[config.mk]
export PLATFORM = sky130hd
export DESIGN_NAME = trp_framer
export DESIGN_NICKNAME = d
export VERILOG_FILES = /design/src/hdl/trp_pkg.sv /design/src/hdl/trp_rx_parser.sv /design/src/hdl/trp_tx_stage.sv /design/src/hdl/trp_framer.sv
export SDC_FILE = /design/constraint.sdc
export NUM_CORES = 1
export LEC_CHECK = 0
export BUFFER_PORTS_ARGS = -buffer_cell sky130_fd_sc_hd__buf_2
export CAP_MARGIN = 20
export CORE_AREA = 4 4 363 365
export DETAILED_ROUTE_END_ITERATION = 8
export DIE_AREA = 0 0 367 369
export GPL_TIMING_DRIVEN = 0
export SLEW_MARGIN = 20
export SYNTH_ARGS = -nofsm -noshare
export SYNTH_HDL_FRONTEND = slang
export SYNTH_SLANG_ARGS = --single-unit
[constraint.sdc]
create_clock -name clk_i -period 2.8 [get_ports clk_i]
set_input_delay 0.28 -clock clk_i [delete_from_list [all_inputs] [get_ports clk_i]]
set_output_delay 0.28 -clock clk_i [all_outputs]
set_load 0.02 [all_outputs]
[src/hdl/trp_pkg.sv]
// Shared constants and carrier types for the timing report framer
package trp_pkg;

  // Frame bytes
  localparam logic [7:0] DLE        = 8'h10;
  localparam logic [7:0] ETX        = 8'h03;
  localparam logic [7:0] MSG_ID     = 8'hA1;
  localparam logic [7:0] SUB_TIME   = 8'h00;
  localparam logic [7:0] SUB_UTC    = 8'h01;
  localparam logic [7:0] SUB_CORR   = 8'h02;
  localparam logic [7:0] MODE_QUERY = 8'h00;
  localparam logic [7:0] MODE_RESP  = 8'h02;
  localparam logic [7:0] TYPE_CFG   = 8'hFF;
  localparam logic [2:0] CONST_LAST = 3'h4;

  // Length field values: mode + payload + checksum
  localparam logic [15:0] LEN_QUERY_PLAIN = 16'h0002;
  localparam logic [15:0] LEN_QUERY_UTC   = 16'h0003;
  localparam logic [15:0] LEN_QUERY_MAX   = 16'h0008;
  localparam logic [15:0] LEN_TIME_RESP   = 16'h0020;
  localparam logic [15:0] LEN_UTC_RESP    = 16'h0013;

  // Payload geometry, in bytes, and the largest seconds into week
  localparam logic [5:0] PAY_IDX_FIRST  = 6'h06;
  localparam logic [5:0] PAY_TIME_BYTES = 6'h1E;
  localparam logic [5:0] PAY_UTC_BYTES  = 6'h11;
  localparam int         PAY_MAX_BYTES  = 30;
  localparam logic [31:0] WEEK_SEC_MAX  = 32'h0009_3A7F;

  // Register map
  localparam logic [7:0]  REG_CTRL   = 8'h00;
  localparam logic [7:0]  REG_STATUS = 8'h04;
  localparam logic [7:0]  REG_COUNT  = 8'h08;
  localparam int          CTRL_AUTO_BIT = 0;
  localparam int          CTRL_OSC_BIT  = 1;
  localparam int          CTRL_TB_LSB   = 4;
  localparam int          CTRL_EN_LSB   = 8;
  localparam logic [31:0] CTRL_MASK     = 32'h0000_1F73;
  localparam logic [31:0] CTRL_RESET    = 32'h0000_0101;

  typedef enum logic [2:0] {
    RX_IDLE = 3'b000,
    RX_ID   = 3'b001,
    RX_SUB  = 3'b010,
    RX_LENH = 3'b011,
    RX_LENL = 3'b100,
    RX_BODY = 3'b101,
    RX_END1 = 3'b110,
    RX_END2 = 3'b111
  } trp_rx_state_t;

  typedef enum logic [0:0] {
    TX_IDLE = 1'b0,
    TX_SEND = 1'b1
  } trp_tx_state_t;

  typedef struct packed {
    logic [7:0] sub;
    logic [7:0] qtype;
  } trp_query_t;

  typedef struct packed {
    logic [31:0] seconds_into_week;
    logic [15:0] week;
    logic [7:0]  hour;
    logic [7:0]  minute;
    logic [7:0]  second;
    logic [7:0]  month;
    logic [7:0]  day;
    logic [15:0] year;
    logic        time_utc;
    logic [2:0]  time_base;
    logic        pps_utc;
    logic [2:0]  pps_base;
    logic        time_valid;
    logic        utc_valid;
    logic [15:0] utc_offset;
    logic [31:0] quant_err;
    logic [31:0] bias;
    logic [31:0] bias_rate;
  } trp_time_rpt_t;

  typedef struct packed {
    logic        valid;
    logic [15:0] week;
    logic [31:0] seconds_into_week;
    logic [7:0]  leap_second_delta;
    logic [63:0] offset_ns;
  } trp_utc_par_t;

endpackage

[src/hdl/trp_rx_parser.sv]
// Query frame parser for the host link
`timescale 1ns/1ps
`default_nettype none

module trp_rx_parser (
  input  wire logic               clk_i,
  input  wire logic               rst_i,
  input  wire logic [7:0]         rx_data_i,
  input  wire logic               rx_valid_i,
  output var  trp_pkg::trp_query_t query_o,
  output logic                    query_valid_o,
  output logic                    error_o
);

  trp_pkg::trp_rx_state_t state, next_state;
  logic [7:0]  sub, next_sub, mode, next_mode, qtype, next_qtype;
  logic [7:0]  xsum, next_xsum, chk, next_chk;
  logic [15:0] len, next_len;
  logic [15:0] cnt, next_cnt;
  logic        next_query_valid, next_error;
  logic [15:0] len_expect;

  assign len_expect = (sub == trp_pkg::SUB_UTC) ? trp_pkg::LEN_QUERY_UTC : trp_pkg::LEN_QUERY_PLAIN;

  always_comb begin
    next_state       = state;
    next_sub         = sub;
    next_mode        = mode;
    next_qtype       = qtype;
    next_xsum        = xsum;
    next_chk         = chk;
    next_len         = len;
    next_cnt         = cnt;
    next_query_valid = 1'b0;
    next_error       = 1'b0;
    if (rx_valid_i) begin
      case (state)
        trp_pkg::RX_IDLE: begin
          if (rx_data_i == trp_pkg::DLE) next_state = trp_pkg::RX_ID;
        end
        trp_pkg::RX_ID: begin
          // Other message families belong to other blocks
          if (rx_data_i == trp_pkg::MSG_ID) begin
            next_xsum  = rx_data_i;
            next_state = trp_pkg::RX_SUB;
          end else begin
            next_state = trp_pkg::RX_IDLE;
          end
        end
        trp_pkg::RX_SUB: begin
          next_sub   = rx_data_i;
          next_qtype = 8'h00;
          next_xsum  = xsum ^ rx_data_i;
          next_state = trp_pkg::RX_LENH;
        end
        trp_pkg::RX_LENH: begin
          next_len   = {rx_data_i, 8'h00};
          next_xsum  = xsum ^ rx_data_i;
          next_state = trp_pkg::RX_LENL;
        end
        trp_pkg::RX_LENL: begin
          next_len  = {len[15:8], rx_data_i};
          next_xsum = xsum ^ rx_data_i;
          next_cnt  = 16'h0000;
          // Bounded so a corrupt length cannot swallow the link
          if ({len[15:8], rx_data_i} < trp_pkg::LEN_QUERY_PLAIN ||
              {len[15:8], rx_data_i} > trp_pkg::LEN_QUERY_MAX) begin
            next_error = 1'b1;
            next_state = trp_pkg::RX_IDLE;
          end else begin
            next_state = trp_pkg::RX_BODY;
          end
        end
        trp_pkg::RX_BODY: begin
          next_cnt = cnt + 16'h0001;
          if (cnt == 16'h0000) next_mode = rx_data_i;
          if (cnt == 16'h0001) next_qtype = rx_data_i;
          if (cnt == len - 16'h0001) begin
            next_chk   = rx_data_i;
            next_state = trp_pkg::RX_END1;
          end else begin
            next_xsum = xsum ^ rx_data_i;
          end
        end
        trp_pkg::RX_END1: begin
          if (rx_data_i == trp_pkg::DLE) begin
            next_state = trp_pkg::RX_END2;
          end else begin
            next_error = 1'b1;
            next_state = trp_pkg::RX_IDLE;
          end
        end
        trp_pkg::RX_END2: begin
          next_state = trp_pkg::RX_IDLE;
          if (rx_data_i == trp_pkg::ETX && chk == xsum && mode == trp_pkg::MODE_QUERY &&
              len == len_expect && sub <= trp_pkg::SUB_CORR) begin
            next_query_valid = 1'b1;
          end else begin
            next_error = 1'b1;
          end
        end
        default: next_state = trp_pkg::RX_IDLE;
      endcase
    end
  end

  always_ff @(posedge clk_i) begin
    if (rst_i) begin
      state         <= trp_pkg::RX_IDLE;
      sub           <= 8'h00;
      mode          <= 8'h00;
      qtype         <= 8'h00;
      xsum          <= 8'h00;
      chk           <= 8'h00;
      len           <= 16'h0000;
      cnt           <= 16'h0000;
      query_valid_o <= 1'b0;
      error_o       <= 1'b0;
    end else begin
      state         <= next_state;
      sub           <= next_sub;
      mode          <= next_mode;
      qtype         <= next_qtype;
      xsum          <= next_xsum;
      chk           <= next_chk;
      len           <= next_len;
      cnt           <= next_cnt;
      query_valid_o <= next_query_valid;
      error_o       <= next_error;
    end
  end

  assign query_o = '{sub: sub, qtype: qtype};

endmodule

`default_nettype wire

[src/hdl/trp_tx_stage.sv]
// Transmit byte register with running checksum
`timescale 1ns/1ps
`default_nettype none

module trp_tx_stage (
  input  wire logic       clk_i,
  input  wire logic       rst_i,
  input  wire logic [7:0] byte_i,
  input  wire logic       valid_i,
  input  wire logic       chk_en_i,
  input  wire logic       clr_i,
  output logic            ready_o,
  output logic [7:0]      chk_o,
  output logic [7:0]      tx_data_o,
  output logic            tx_valid_o,
  input  wire logic       tx_ready_i
);

  logic [7:0] next_data, next_chk;
  logic       next_valid, take;

  assign ready_o = ~tx_valid_o | tx_ready_i;
  assign take    = valid_i & ready_o;

  always_comb begin
    next_valid = take | (tx_valid_o & ~tx_ready_i);
    next_data  = take ? byte_i : tx_data_o;
    next_chk   = chk_o;
    if (clr_i) begin
      next_chk = 8'h00;
    end else if (take && chk_en_i) begin
      next_chk = chk_o ^ byte_i;
    end
  end

  always_ff @(posedge clk_i) begin
    if (rst_i) begin
      tx_data_o  <= 8'h00;
      tx_valid_o <= 1'b0;
      chk_o      <= 8'h00;
    end else begin
      tx_data_o  <= next_data;
      tx_valid_o <= next_valid;
      chk_o      <= next_chk;
    end
  end

endmodule

`default_nettype wire

[src/hdl/trp_framer.sv]
// Timing report framer: query parsing, response framing, register slave
//
// Chosen here: the Wishbone interface to the registers and the placing of the registers.
`timescale 1ns/1ps
`default_nettype none

module trp_framer #(
  parameter int NUM_CONST = 5
) (
  input  wire logic                   clk_i,
  input  wire logic                   rst_i,
  input  wire logic                   wb_cyc_i,
  input  wire logic                   wb_stb_i,
  input  wire logic                   wb_we_i,
  input  wire logic [7:0]             wb_adr_i,
  input  wire logic [3:0]             wb_sel_i,
  input  wire logic [31:0]            wb_dat_i,
  output logic [31:0]                 wb_dat_o,
  output logic                        wb_ack_o,
  input  wire logic [7:0]             rx_data_i,
  input  wire logic                   rx_valid_i,
  output logic [7:0]                  tx_data_o,
  output logic                        tx_valid_o,
  input  wire logic                   tx_ready_i,
  input  wire logic                   pps_i,
  input  wire trp_pkg::trp_time_rpt_t time_i,
  input  wire trp_pkg::trp_utc_par_t  [NUM_CONST-1:0] utc_par_i,
  output logic                        corr_req_o
);

  localparam int PAY_W = 8 * trp_pkg::PAY_MAX_BYTES;

  // Query parser
  trp_pkg::trp_query_t query;
  logic                query_valid, query_err;

  trp_rx_parser u_rx (
    .clk_i         (clk_i),
    .rst_i         (rst_i),
    .rx_data_i     (rx_data_i),
    .rx_valid_i    (rx_valid_i),
    .query_o       (query),
    .query_valid_o (query_valid),
    .error_o       (query_err)
  );

  // Control fields
  logic [31:0] ctrl, next_ctrl;
  logic        auto_en, osc_variant;
  logic [2:0]  cfg_base;
  logic [4:0]  const_en;

  assign auto_en     = ctrl[trp_pkg::CTRL_AUTO_BIT];
  assign osc_variant = ctrl[trp_pkg::CTRL_OSC_BIT];
  assign cfg_base    = ctrl[trp_pkg::CTRL_TB_LSB +: 3];
  assign const_en    = ctrl[trp_pkg::CTRL_EN_LSB +: 5];

  // Query classification
  logic       q_time, q_utc, q_corr, type_ok, q_bad;
  logic [2:0] q_sel;

  always_comb begin
    type_ok = (query.qtype == trp_pkg::TYPE_CFG) ||
              (query.qtype <= {5'h00, trp_pkg::CONST_LAST});
    q_sel   = (query.qtype == trp_pkg::TYPE_CFG) ? cfg_base : query.qtype[2:0];
    q_time  = query_valid && query.sub == trp_pkg::SUB_TIME;
    q_utc   = query_valid && query.sub == trp_pkg::SUB_UTC && type_ok;
    q_corr  = query_valid && query.sub == trp_pkg::SUB_CORR;
    q_bad   = query_err || (query_valid && query.sub == trp_pkg::SUB_UTC && !type_ok);
  end

  // Pending work
  trp_pkg::trp_tx_state_t state, next_state;
  logic       pps_q, pps_edge;
  logic       pend_time, next_pend_time, time_query, next_time_query;
  logic       pend_utc, next_pend_utc, next_corr_req;
  logic [2:0] utc_sel, next_utc_sel;
  logic       launch_time, launch_utc;

  assign pps_edge    = pps_i & ~pps_q;
  assign launch_time = (state == trp_pkg::TX_IDLE) && pend_time;
  assign launch_utc  = (state == trp_pkg::TX_IDLE) && !pend_time && pend_utc;

  always_comb begin
    // New events win over the clear by a launch in the same cycle
    next_pend_time  = (pend_time & ~launch_time) |
                      (pps_edge & (auto_en | time_query | q_time));
    next_time_query = (time_query | q_time) & ~pps_edge;
    next_pend_utc   = (pend_utc & ~launch_utc) | q_utc;
    next_utc_sel    = q_utc ? q_sel : utc_sel;
    next_corr_req   = q_corr & (|const_en[4:1]);
  end

  always_ff @(posedge clk_i) begin
    if (rst_i) begin
      pps_q      <= 1'b0;
      pend_time  <= 1'b0;
      time_query <= 1'b0;
      pend_utc   <= 1'b0;
      utc_sel    <= 3'h0;
      corr_req_o <= 1'b0;
    end else begin
      pps_q      <= pps_i;
      pend_time  <= next_pend_time;
      time_query <= next_time_query;
      pend_utc   <= next_pend_utc;
      utc_sel    <= next_utc_sel;
      corr_req_o <= next_corr_req;
    end
  end

  // Payload images, most significant byte first
  logic [PAY_W-1:0]    time_pay, utc_pay;
  trp_pkg::trp_utc_par_t par;
  logic [31:0]         par_week_sec;

  always_comb begin
    time_pay = {time_i.seconds_into_week, time_i.week,
                time_i.hour, time_i.minute, time_i.second,
                time_i.month, time_i.day, time_i.year,
                4'h0, time_i.time_utc, time_i.time_base,
                4'h0, time_i.pps_utc, time_i.pps_base,
                6'h00, time_i.time_valid, time_i.utc_valid,
                time_i.utc_offset,
                osc_variant ? 32'h0000_0000 : time_i.quant_err,
                time_i.bias, time_i.bias_rate};
    // Parameters arrive from the broadcast decoder, never estimated here
    par      = utc_par_i[utc_sel];
    par_week_sec = (par.seconds_into_week > trp_pkg::WEEK_SEC_MAX) ?
                   trp_pkg::WEEK_SEC_MAX : par.seconds_into_week;
    // Invalid sets zero the fields so stale data never leaks out
    utc_pay  = {5'h00, utc_sel,
                7'h00, par.valid,
                par.valid ? par.week : 16'h0000,
                par.valid ? par_week_sec : 32'h0000_0000,
                par.valid ? par.leap_second_delta : 8'h00,
                par.valid ? par.offset_ns : 64'h0000_0000_0000_0000,
                {13{8'h00}}};
  end

  // Response sequencer
  logic [PAY_W-1:0] pay, next_pay;
  logic [5:0]       idx, next_idx, pay_len, next_pay_len;
  logic [7:0]       sub, next_sub;
  logic [15:0]      rlen, next_rlen;
  logic [7:0]       tx_byte, chk;
  logic             chk_en, clr, stage_ready;
  logic [5:0]       idx_chk;

  assign idx_chk = trp_pkg::PAY_IDX_FIRST + pay_len;

  always_comb begin
    next_state   = state;
    next_pay     = pay;
    next_idx     = idx;
    next_pay_len = pay_len;
    next_sub     = sub;
    next_rlen    = rlen;
    clr          = 1'b0;
    case (state)
      trp_pkg::TX_IDLE: begin
        if (launch_time) begin
          next_pay     = time_pay;
          next_pay_len = trp_pkg::PAY_TIME_BYTES;
          next_sub     = trp_pkg::SUB_TIME;
          next_rlen    = trp_pkg::LEN_TIME_RESP;
        end else if (launch_utc) begin
          next_pay     = utc_pay;
          next_pay_len = trp_pkg::PAY_UTC_BYTES;
          next_sub     = trp_pkg::SUB_UTC;
          next_rlen    = trp_pkg::LEN_UTC_RESP;
        end
        if (launch_time || launch_utc) begin
          next_idx   = 6'h00;
          clr        = 1'b1;
          next_state = trp_pkg::TX_SEND;
        end
      end
      trp_pkg::TX_SEND: begin
        if (stage_ready) begin
          next_idx = idx + 6'h01;
          if (idx >= trp_pkg::PAY_IDX_FIRST && idx < idx_chk) begin
            next_pay = {pay[PAY_W-9:0], 8'h00};
          end
          if (idx == idx_chk + 6'h02) next_state = trp_pkg::TX_IDLE;
        end
      end
      default: next_state = trp_pkg::TX_IDLE;
    endcase
  end

  always_comb begin
    chk_en  = 1'b1;
    tx_byte = pay[PAY_W-1 -: 8];
    if (idx == 6'h00) begin
      tx_byte = trp_pkg::DLE;
      chk_en  = 1'b0;
    end else if (idx == 6'h01) begin
      tx_byte = trp_pkg::MSG_ID;
    end else if (idx == 6'h02) begin
      tx_byte = sub;
    end else if (idx == 6'h03) begin
      tx_byte = rlen[15:8];
    end else if (idx == 6'h04) begin
      tx_byte = rlen[7:0];
    end else if (idx == 6'h05) begin
      tx_byte = trp_pkg::MODE_RESP;
    end else if (idx == idx_chk) begin
      tx_byte = chk;
      chk_en  = 1'b0;
    end else if (idx == idx_chk + 6'h01) begin
      tx_byte = trp_pkg::DLE;
      chk_en  = 1'b0;
    end else if (idx == idx_chk + 6'h02) begin
      tx_byte = trp_pkg::ETX;
      chk_en  = 1'b0;
    end
  end

  always_ff @(posedge clk_i) begin
    if (rst_i) begin
      state   <= trp_pkg::TX_IDLE;
      pay     <= '0;
      idx     <= 6'h00;
      pay_len <= 6'h00;
      sub     <= 8'h00;
      rlen    <= 16'h0000;
    end else begin
      state   <= next_state;
      pay     <= next_pay;
      idx     <= next_idx;
      pay_len <= next_pay_len;
      sub     <= next_sub;
      rlen    <= next_rlen;
    end
  end

  trp_tx_stage u_tx (
    .clk_i      (clk_i),
    .rst_i      (rst_i),
    .byte_i     (tx_byte),
    .valid_i    (state == trp_pkg::TX_SEND),
    .chk_en_i   (chk_en),
    .clr_i      (clr),
    .ready_o    (stage_ready),
    .chk_o      (chk),
    .tx_data_o  (tx_data_o),
    .tx_valid_o (tx_valid_o),
    .tx_ready_i (tx_ready_i)
  );

  // Wishbone slave, one wait state, unmapped reads return zero
  logic        req, next_ack;
  logic [31:0] next_dat;
  logic [15:0] cnt_ok, next_cnt_ok, cnt_err, next_cnt_err;

  assign req = wb_cyc_i & wb_stb_i & ~wb_ack_o;

  always_comb begin
    next_ack     = req;
    next_ctrl    = ctrl;
    next_dat     = 32'h0000_0000;
    next_cnt_ok  = cnt_ok + {15'h0000, q_time | q_utc | q_corr};
    next_cnt_err = cnt_err + {15'h0000, q_bad};
    // Write lands on the edge at which the master sees ack
    if (wb_cyc_i && wb_stb_i && wb_ack_o && wb_we_i && wb_adr_i == trp_pkg::REG_CTRL) begin
      for (int b = 0; b < 4; b++) begin
        if (wb_sel_i[b]) next_ctrl[8*b +: 8] = wb_dat_i[8*b +: 8] & trp_pkg::CTRL_MASK[8*b +: 8];
      end
    end
    if (req && !wb_we_i) begin
      case (wb_adr_i)
        trp_pkg::REG_CTRL:   next_dat = ctrl;
        trp_pkg::REG_STATUS: next_dat = {27'h000_0000, |const_en[4:1], pend_utc, time_query,
                                         pend_time, state == trp_pkg::TX_SEND};
        trp_pkg::REG_COUNT:  next_dat = {cnt_err, cnt_ok};
        default:             next_dat = 32'h0000_0000;
      endcase
    end
  end

  always_ff @(posedge clk_i) begin
    if (rst_i) begin
      ctrl     <= trp_pkg::CTRL_RESET;
      wb_ack_o <= 1'b0;
      wb_dat_o <= 32'h0000_0000;
      cnt_ok   <= 16'h0000;
      cnt_err  <= 16'h0000;
    end else begin
      ctrl     <= next_ctrl;
      wb_ack_o <= next_ack;
      wb_dat_o <= next_dat;
      cnt_ok   <= next_cnt_ok;
      cnt_err  <= next_cnt_err;
    end
  end

endmodule

`default_nettype wire

==> results_dict.tcl, run 1 <==
set metrics [dict create \
    crit_type "reg2reg" \
    holdWs_ps 33.08 \
    numCtsBuffers 53 \
    slew_headroom 0.2447 \
    hold_viol_final 0 \
    worstPathRequired_ps 3350 \
    fin_crit_ps 2965 \
    dr.pass1.iters 7 \
    yosysUniqueCellTypes 83 \
    synth_top_area_share 0.3602 \
    tightest_slew_ps 1133 \
    violations "setup timing" \
    core_sq_um 128800 \
    routed_wl_microns 184900 \
    place.gp.congestion 1.028 \
    synth_ff_type "dfxtp_1" \
    post_drt_wl_per_cell_microns 31.84 \
    final_cell_area_sq_um 36230 \
    port_buffers 903 \
    finClkSkew_ps 23.36 \
    cts.sinks 427 \
    n_fill_cell 14020 \
    yosysWarnings 0 \
    clockBufferDepth 3 \
    yosys-top-cells-area "dfxtp_1 (36%), nor2_1 (6.1%), mux2i_1 (5.7%), a21oi_1 (5.4%), a221oi_1 (5.0%)" \
    pwr_density_cell_nw_per_um2 466.5 \
    hp-class "in2reg" \
    status "finished, violations left" \
    synth_edf_count 0 \
    grt_max_degree 16 \
    chipHeight_microns 369 \
    grt_pass1_vias 29130 \
    syn2layout_area_growth_pct 52.69 \
    drcViolationCount 0 \
    grt_overflow 0 \
    ys_ff_latch 427 \
    dieArea_sq_um 135400 \
    cts.reportedPaths.clkPinSlew_ps 60 \
    start_util 0.1842 \
    tritoncts "done" \
    synth_area_leader_cell "dfxtp_1" \
    total_power_mw 16.90 \
    cap_violations 0 \
    syn_nets 3765 \
    pin_count 934 \
    antenna_found_initial 161 \
    worst_ep_arrival_time_ps 3520 \
    nets 4919 \
    crit_path_end_kind "flop" \
    grt.total_usage 0.2580 \
    async_flop_share 0 \
    drt-initial-drc-count 3920 \
    die_w_microns 367 \
    avgSynthCellArea_sq_um 8.308 \
    rows 132 \
    path_max_fanout 8 \
    dp.final_hpwl_microns 154400 \
    layout-drive-gt1-share 0.3528 \
    cellLeakagePower_nw 14.89 \
    drv_slew 0 \
    synth_area_sq_um 23730 \
    htree_levels 2 \
    fin_tns_setup_ps -1093 \
    min_period_over_period 1.059 \
    placed_area_sq_um 30390 \
    route.vias.total 30610 \
    setup_viol 16 \
    timing.fmax_ghz 0.3373 \
    critPathLaunchType "flop" \
    synth.yosys.seq_area_share 0.3602 \
    netlist_instances 2856 \
    clk_latency_ps 650 \
    grt_pass1_wl_microns 243500 \
    viasPerCell 5.270 \
    cts_root_buf "clkbuf_16" \
    setup_ws_ps -164.7 \
    drtAntennaViolNets 0 \
    irDropWorstVdd_mv 0.4869 \
    rsz0062_at_grt "true" \
]
## state kept, by name (all words and copies together), names as in the netlist, 10 cells and up
signal    flops
cnt_err      16
cnt_ok       16
ctrl         10
pay         240
u_rx.cnt     16
u_rx.len     16
wb_dat_o     32
## what timing repair did
action,CTS,global route
endpoints found under the setup margin,282,237
endpoints found under the hold margin,153,0
hold buffers,150,0
cloned,2,1
pin swaps,35,31
resized for setup,395,172
buffers inserted,37,13
## cells by family after synthesis
logic type	synth area share
xor gates and xnor gates	0.02325
muxes	0.07883
and+or+nand+nor	0.1773
adders and majority gates	0.009491
AOI/OAI and AO/OA	0.2940
buffers and inverters	0.05695
DFF	0.3602
## cells in the final DEF (no fill, tap or decap), types with 22 or more instances in the layout
master,instances
buf_2,919
dfxtp_1,414
nor2_1,384
a21oi_1,233
dlygate4sd3_1,150
nand2_1,143
nor3_1,143
clkbuf_1,126
mux2i_1,120
a221oi_1,104
a22oi_1,104
a211oi_1,100
diode_2,80
a222oi_1,73
buf_4,65
clkbuf_2,59
o22a_1,59
clkbuf_16,57
o21ai_0,44
xor2_1,36
and2_1,29
clkbuf_4,29
nand4_1,28
xnor2_1,27
nand3_1,26
nand2b_1,26
inv_1,25
o22ai_1,24
clkbuf_8,22
## report_power, final
group	internal, mW	switching, mW
sequential	6.34	0.229
combinational	1.23	1.71
clock	4.32	3.07
## stage by stage
step,worst slack [ps],utilization,cells
after floorplan,6.325,-,2856
after global placement,-2474,0.2356,5434
after detailed placement,-2286,0.2359,5435
after CTS,-179.9,0.2756,5717
after global routing,-260.0,0.2806,5774
final,-164.7,0.2813,5808
## critical path, cell delays in order (launching register included)
cell,delay [ps]
dfxtp_4,350
or4_4,550
nor4_4,380
mux2i_1,270
a311oi_2,190
nor4b_4,400
a21oi_4,160
buf_6,150
o2111a_1,230
a31o_1,170
## cell usage after synthesis (all sizes together), types with 6 or more instances
cell type	count
o2111a	7
nand2b	26
mux2i	134
and2	29
a221oi	136
or2	8
a222oi	73
dfxtp	427
a311oi	6
a21oi	256
nor2	388
a31oi	11
xor2	36
o221ai	8
a32oi	14
a31o	7
buf	40
o21ai	51
mux2	9
o22a	66
nand3	29
nor3	150
nand4	28
inv	29
clkbuf	258
nor3b	11
xnor2	27
or4	12
nor4	18
nor2b	17
a22o	19
o22ai	32
a22oi	109
a221o	6
o211ai	7
ha	18
and3	17
a211oi	103
or3	8
nand2	144
mux4	19
## final timing paths
kind | depth (start not counted) | start | endpoint | slack, ps
min | 3 | time_i[209] | pay[223] | 30
min reg2reg | 2 | u_tx.tx_data_o[7] | u_tx.tx_data_o[7] | 460
max | 9 | u_rx.len[9] | u_rx.xsum[6] | -160
max reg2reg | 9 | u_rx.len[9] | u_rx.xsum[6] | -160
## cell type report
type | instances | area, sq um | area share
diodes | 80 | 200.2 | 0.005525
plain buffers | 290 | 1911 | 0.05273
clock buffers | 68 | 1443 | 0.03982
clock inverters | 30 | 399.1 | 0.01102
inverters | 29 | 120.1 | 0.003315
multi-input cells | 2102 | 14950 | 0.4126
flip-flops and latches | 427 | 8579 | 0.2368
well taps | 1675 | 2096 | 0.05784
repair buffers | 1107 | 6534 | 0.1803
## routing by layer
metal / routed length (microns) / GRT usage / share of wire
met4: 9017 / 0.1035 / 0.049
met3: 19390 / 0.08842 / 0.10
met5: 523 / 0 / 0.0028
met2: 79530 / 0.3975 / 0.43
met1: 76460 / 0.3296 / 0.41
No activity file was read; power rests on OpenSTA's default activity.
==> run 2: changes to the inputs <==
- HOLD_SLACK_MARGIN: not set -> 0.1
==> run 2 against run 1 <==
Design area increased by 2.3%. First-iteration DRC count decreased by 7.9%. Register-to-register slack got worse by 30 ps. Non-clock buffer count increased by 89. Hold slack improved by 110 ps. Die area unchanged. Highest routed layer unchanged. Setup slack got worse by 26 ps. Sequential cell count unchanged. Combinational power increased by 4%. Critical path depth unchanged. Clock power about the same. The flow still finishes with violations (setup timing). Power increased by 0.75%.
==> results_dict.tcl, run 2 (same netlist as run 1, synthesis figures left out) <==
set metrics [dict create \
    grt.total_usage 0.2586 \
    drt-initial-drc-count 3612 \
    syn2layout_area_growth_pct 56.27 \
    grt_max_degree 16 \
    switching_share 0.2969 \
    final_core_util 0.2879 \
    dieArea_sq_um 135400 \
    start_util 0.1842 \
    fin_crit_ps 2991 \
    rows 132 \
    cts.sinks 427 \
    hold_viol_final 0 \
    layout-drive-gt1-share 0.3445 \
    final_cell_area_sq_um 37080 \
    numCtsBuffers 53 \
    drtAntennaViolNets 0 \
    drv_slew 0 \
    internal_power_mw 11.97 \
    cellLeakagePower_nw 15.26 \
    place.gp.congestion 1.028 \
    viasPerCell 5.216 \
    placed_area_sq_um 30390 \
    dp.final_hpwl_microns 154400 \
    chipHeight_microns 369 \
    drcViolationCount 0 \
    htree_levels 2 \
    grt_pass1_wl_microns 245200 \
    combPwrFrac 0.180 \
    cts.reportedPaths.clkPinSlew_ps 60 \
    clockBufferDepth 3 \
    cap_violations 0 \
    pwr_density_cell_nw_per_um2 459.3 \
    tightest_slew_ps 1139 \
    hp-class "in2reg" \
    mostFrequentLayoutCell "buf_2" \
    grt_overflow 0 \
    largest_register "pay" \
    worstPathRequired_ps 3350 \
    dp_cells 5435 \
    setup_ws_ps -191.1 \
    rsz0062_at_grt "true" \
    p_sw_mw 5.057 \
    post_drt_wl_per_cell_microns 31.42 \
    timing.fmax_ghz 0.3343 \
    irDropWorstVdd_mv 0.4859 \
    antenna_found_initial 146 \
    clk_latency_ps 650 \
    min_period_over_period 1.068 \
    setup_viol 17 \
    cts_root_buf "clkbuf_16" \
    pwr-share-clk 0.434 \
    critPathLaunchType "flop" \
    holdWs_ps 138.5 \
    die_w_microns 367 \
    power_frac_seq 0.386 \
    finClkSkew_ps 24.07 \
    largest_register_ffs 240 \
    port_buffers 903 \
    worst_ep_arrival_time_ps 3540 \
    slew_headroom 0.2408 \
    n_fill_cell 13960 \
    place_ws_ps -2286 \
    pin_count 934 \
    grt_pass1_vias 29690 \
    route.vias.total 30710 \
    crit_type "reg2reg" \
    top_regs "pay: 240 flops, wb_dat_o: 32 flops" \
    crit_path_end_kind "flop" \
    core_sq_um 128800 \
    dr.pass1.iters 8 \
    routed_wl_microns 185000 \
    path_max_fanout 8 \
    fin_cells 5887 \
    violations "setup timing" \
    nets 5008 \
    tritoncts "done" \
    layout_common_cells "buf_2 (914), dfxtp_1 (414), nor2_1 (384)" \
    status "finished, violations left" \
]
[run 2: critical path, stage by stage (launching register included)]
cell and delay (ps):
dfxtp_4 350, or4_4 540, nor4_4 380, mux2i_1 270, a311oi_2 190, nor4b_4 430, a21oi_4 160, buf_6 160
o2111a_1 230, a31o_1 170
[run 2: metal layers]
metal | wire (microns) | share of wire | track usage | vias up
met5 | 443 | 0.0024 | 0 | -
met4 | 9247 | 0.050 | 0.1023 | 66
met3 | 19290 | 0.10 | 0.08453 | 422
met2 | 79340 | 0.43 | 0.3991 | 1873
met1 | 76670 | 0.41 | 0.3331 | 14830
li1 | - | - | - | 13520
[run 2: timing repair]
| item | in CTS | in global routing |
|---|---|---|
| endpoints found under the setup margin | 282 | 240 |
| pin swaps | 35 | 34 |
| gates cloned | 2 | 1 |
| setup buffers | 37 | 13 |
| hold buffers | 239 | 0 |
| gates resized for setup | 395 | 170 |
| hold endpoints to repair | 244 | 0 |
[run 2: metrics by stage]
step | TNS, ps | power [mW]
global route | -3557 | 17.65
CTS | -1767 | 17.11
detailed placement | -283890 | 9.200
floorplan | 0 | 7.708
global placement | -334790 | 9.179
finish | -1252 | 17.03
[run 2: worst paths after layout]
kind,to,cells past startpoint,start,slack [ps]
setup / recovery,u_rx.xsum[6],9,u_rx.len[9],-190
hold / removal,pay[112],3,time_i[112],140
setup reg to reg,u_rx.xsum[6],9,u_rx.len[9],-190
hold reg to reg,u_rx.sub[4],2,u_rx.sub[4],460
[run 2: power groups by stage]
| stage | logic (mW) | registers (mW) | clock network, mW |
|---|---|---|---|
| floorplan | 1.13 | 6.58 | 0 |
| global placement | 2.50 | 6.68 | 0 |
| detailed placement | 2.52 | 6.68 | 0 |
| CTS | 2.98 | 6.55 | 7.57 |
| global route | 3.25 | 6.58 | 7.82 |
| finish | 3.07 | 6.57 | 7.39 |
[run 2: cell type report]
cell class / instances / area (sq um) / share of cell area
Antenna cell: 70 / 175.2 / 0.004724
Multi-Input combinational cell: 2102 / 14920 / 0.4024
Buffer: 290 / 1916 / 0.05166
Timing Repair Buffer: 1196 / 7428 / 0.2003
Inverter: 29 / 120.1 / 0.003239
Clock buffer: 68 / 1443 / 0.03890
Tap cell: 1675 / 2096 / 0.05652
Clock inverter: 30 / 399.1 / 0.01076
Sequential cell: 427 / 8582 / 0.2314
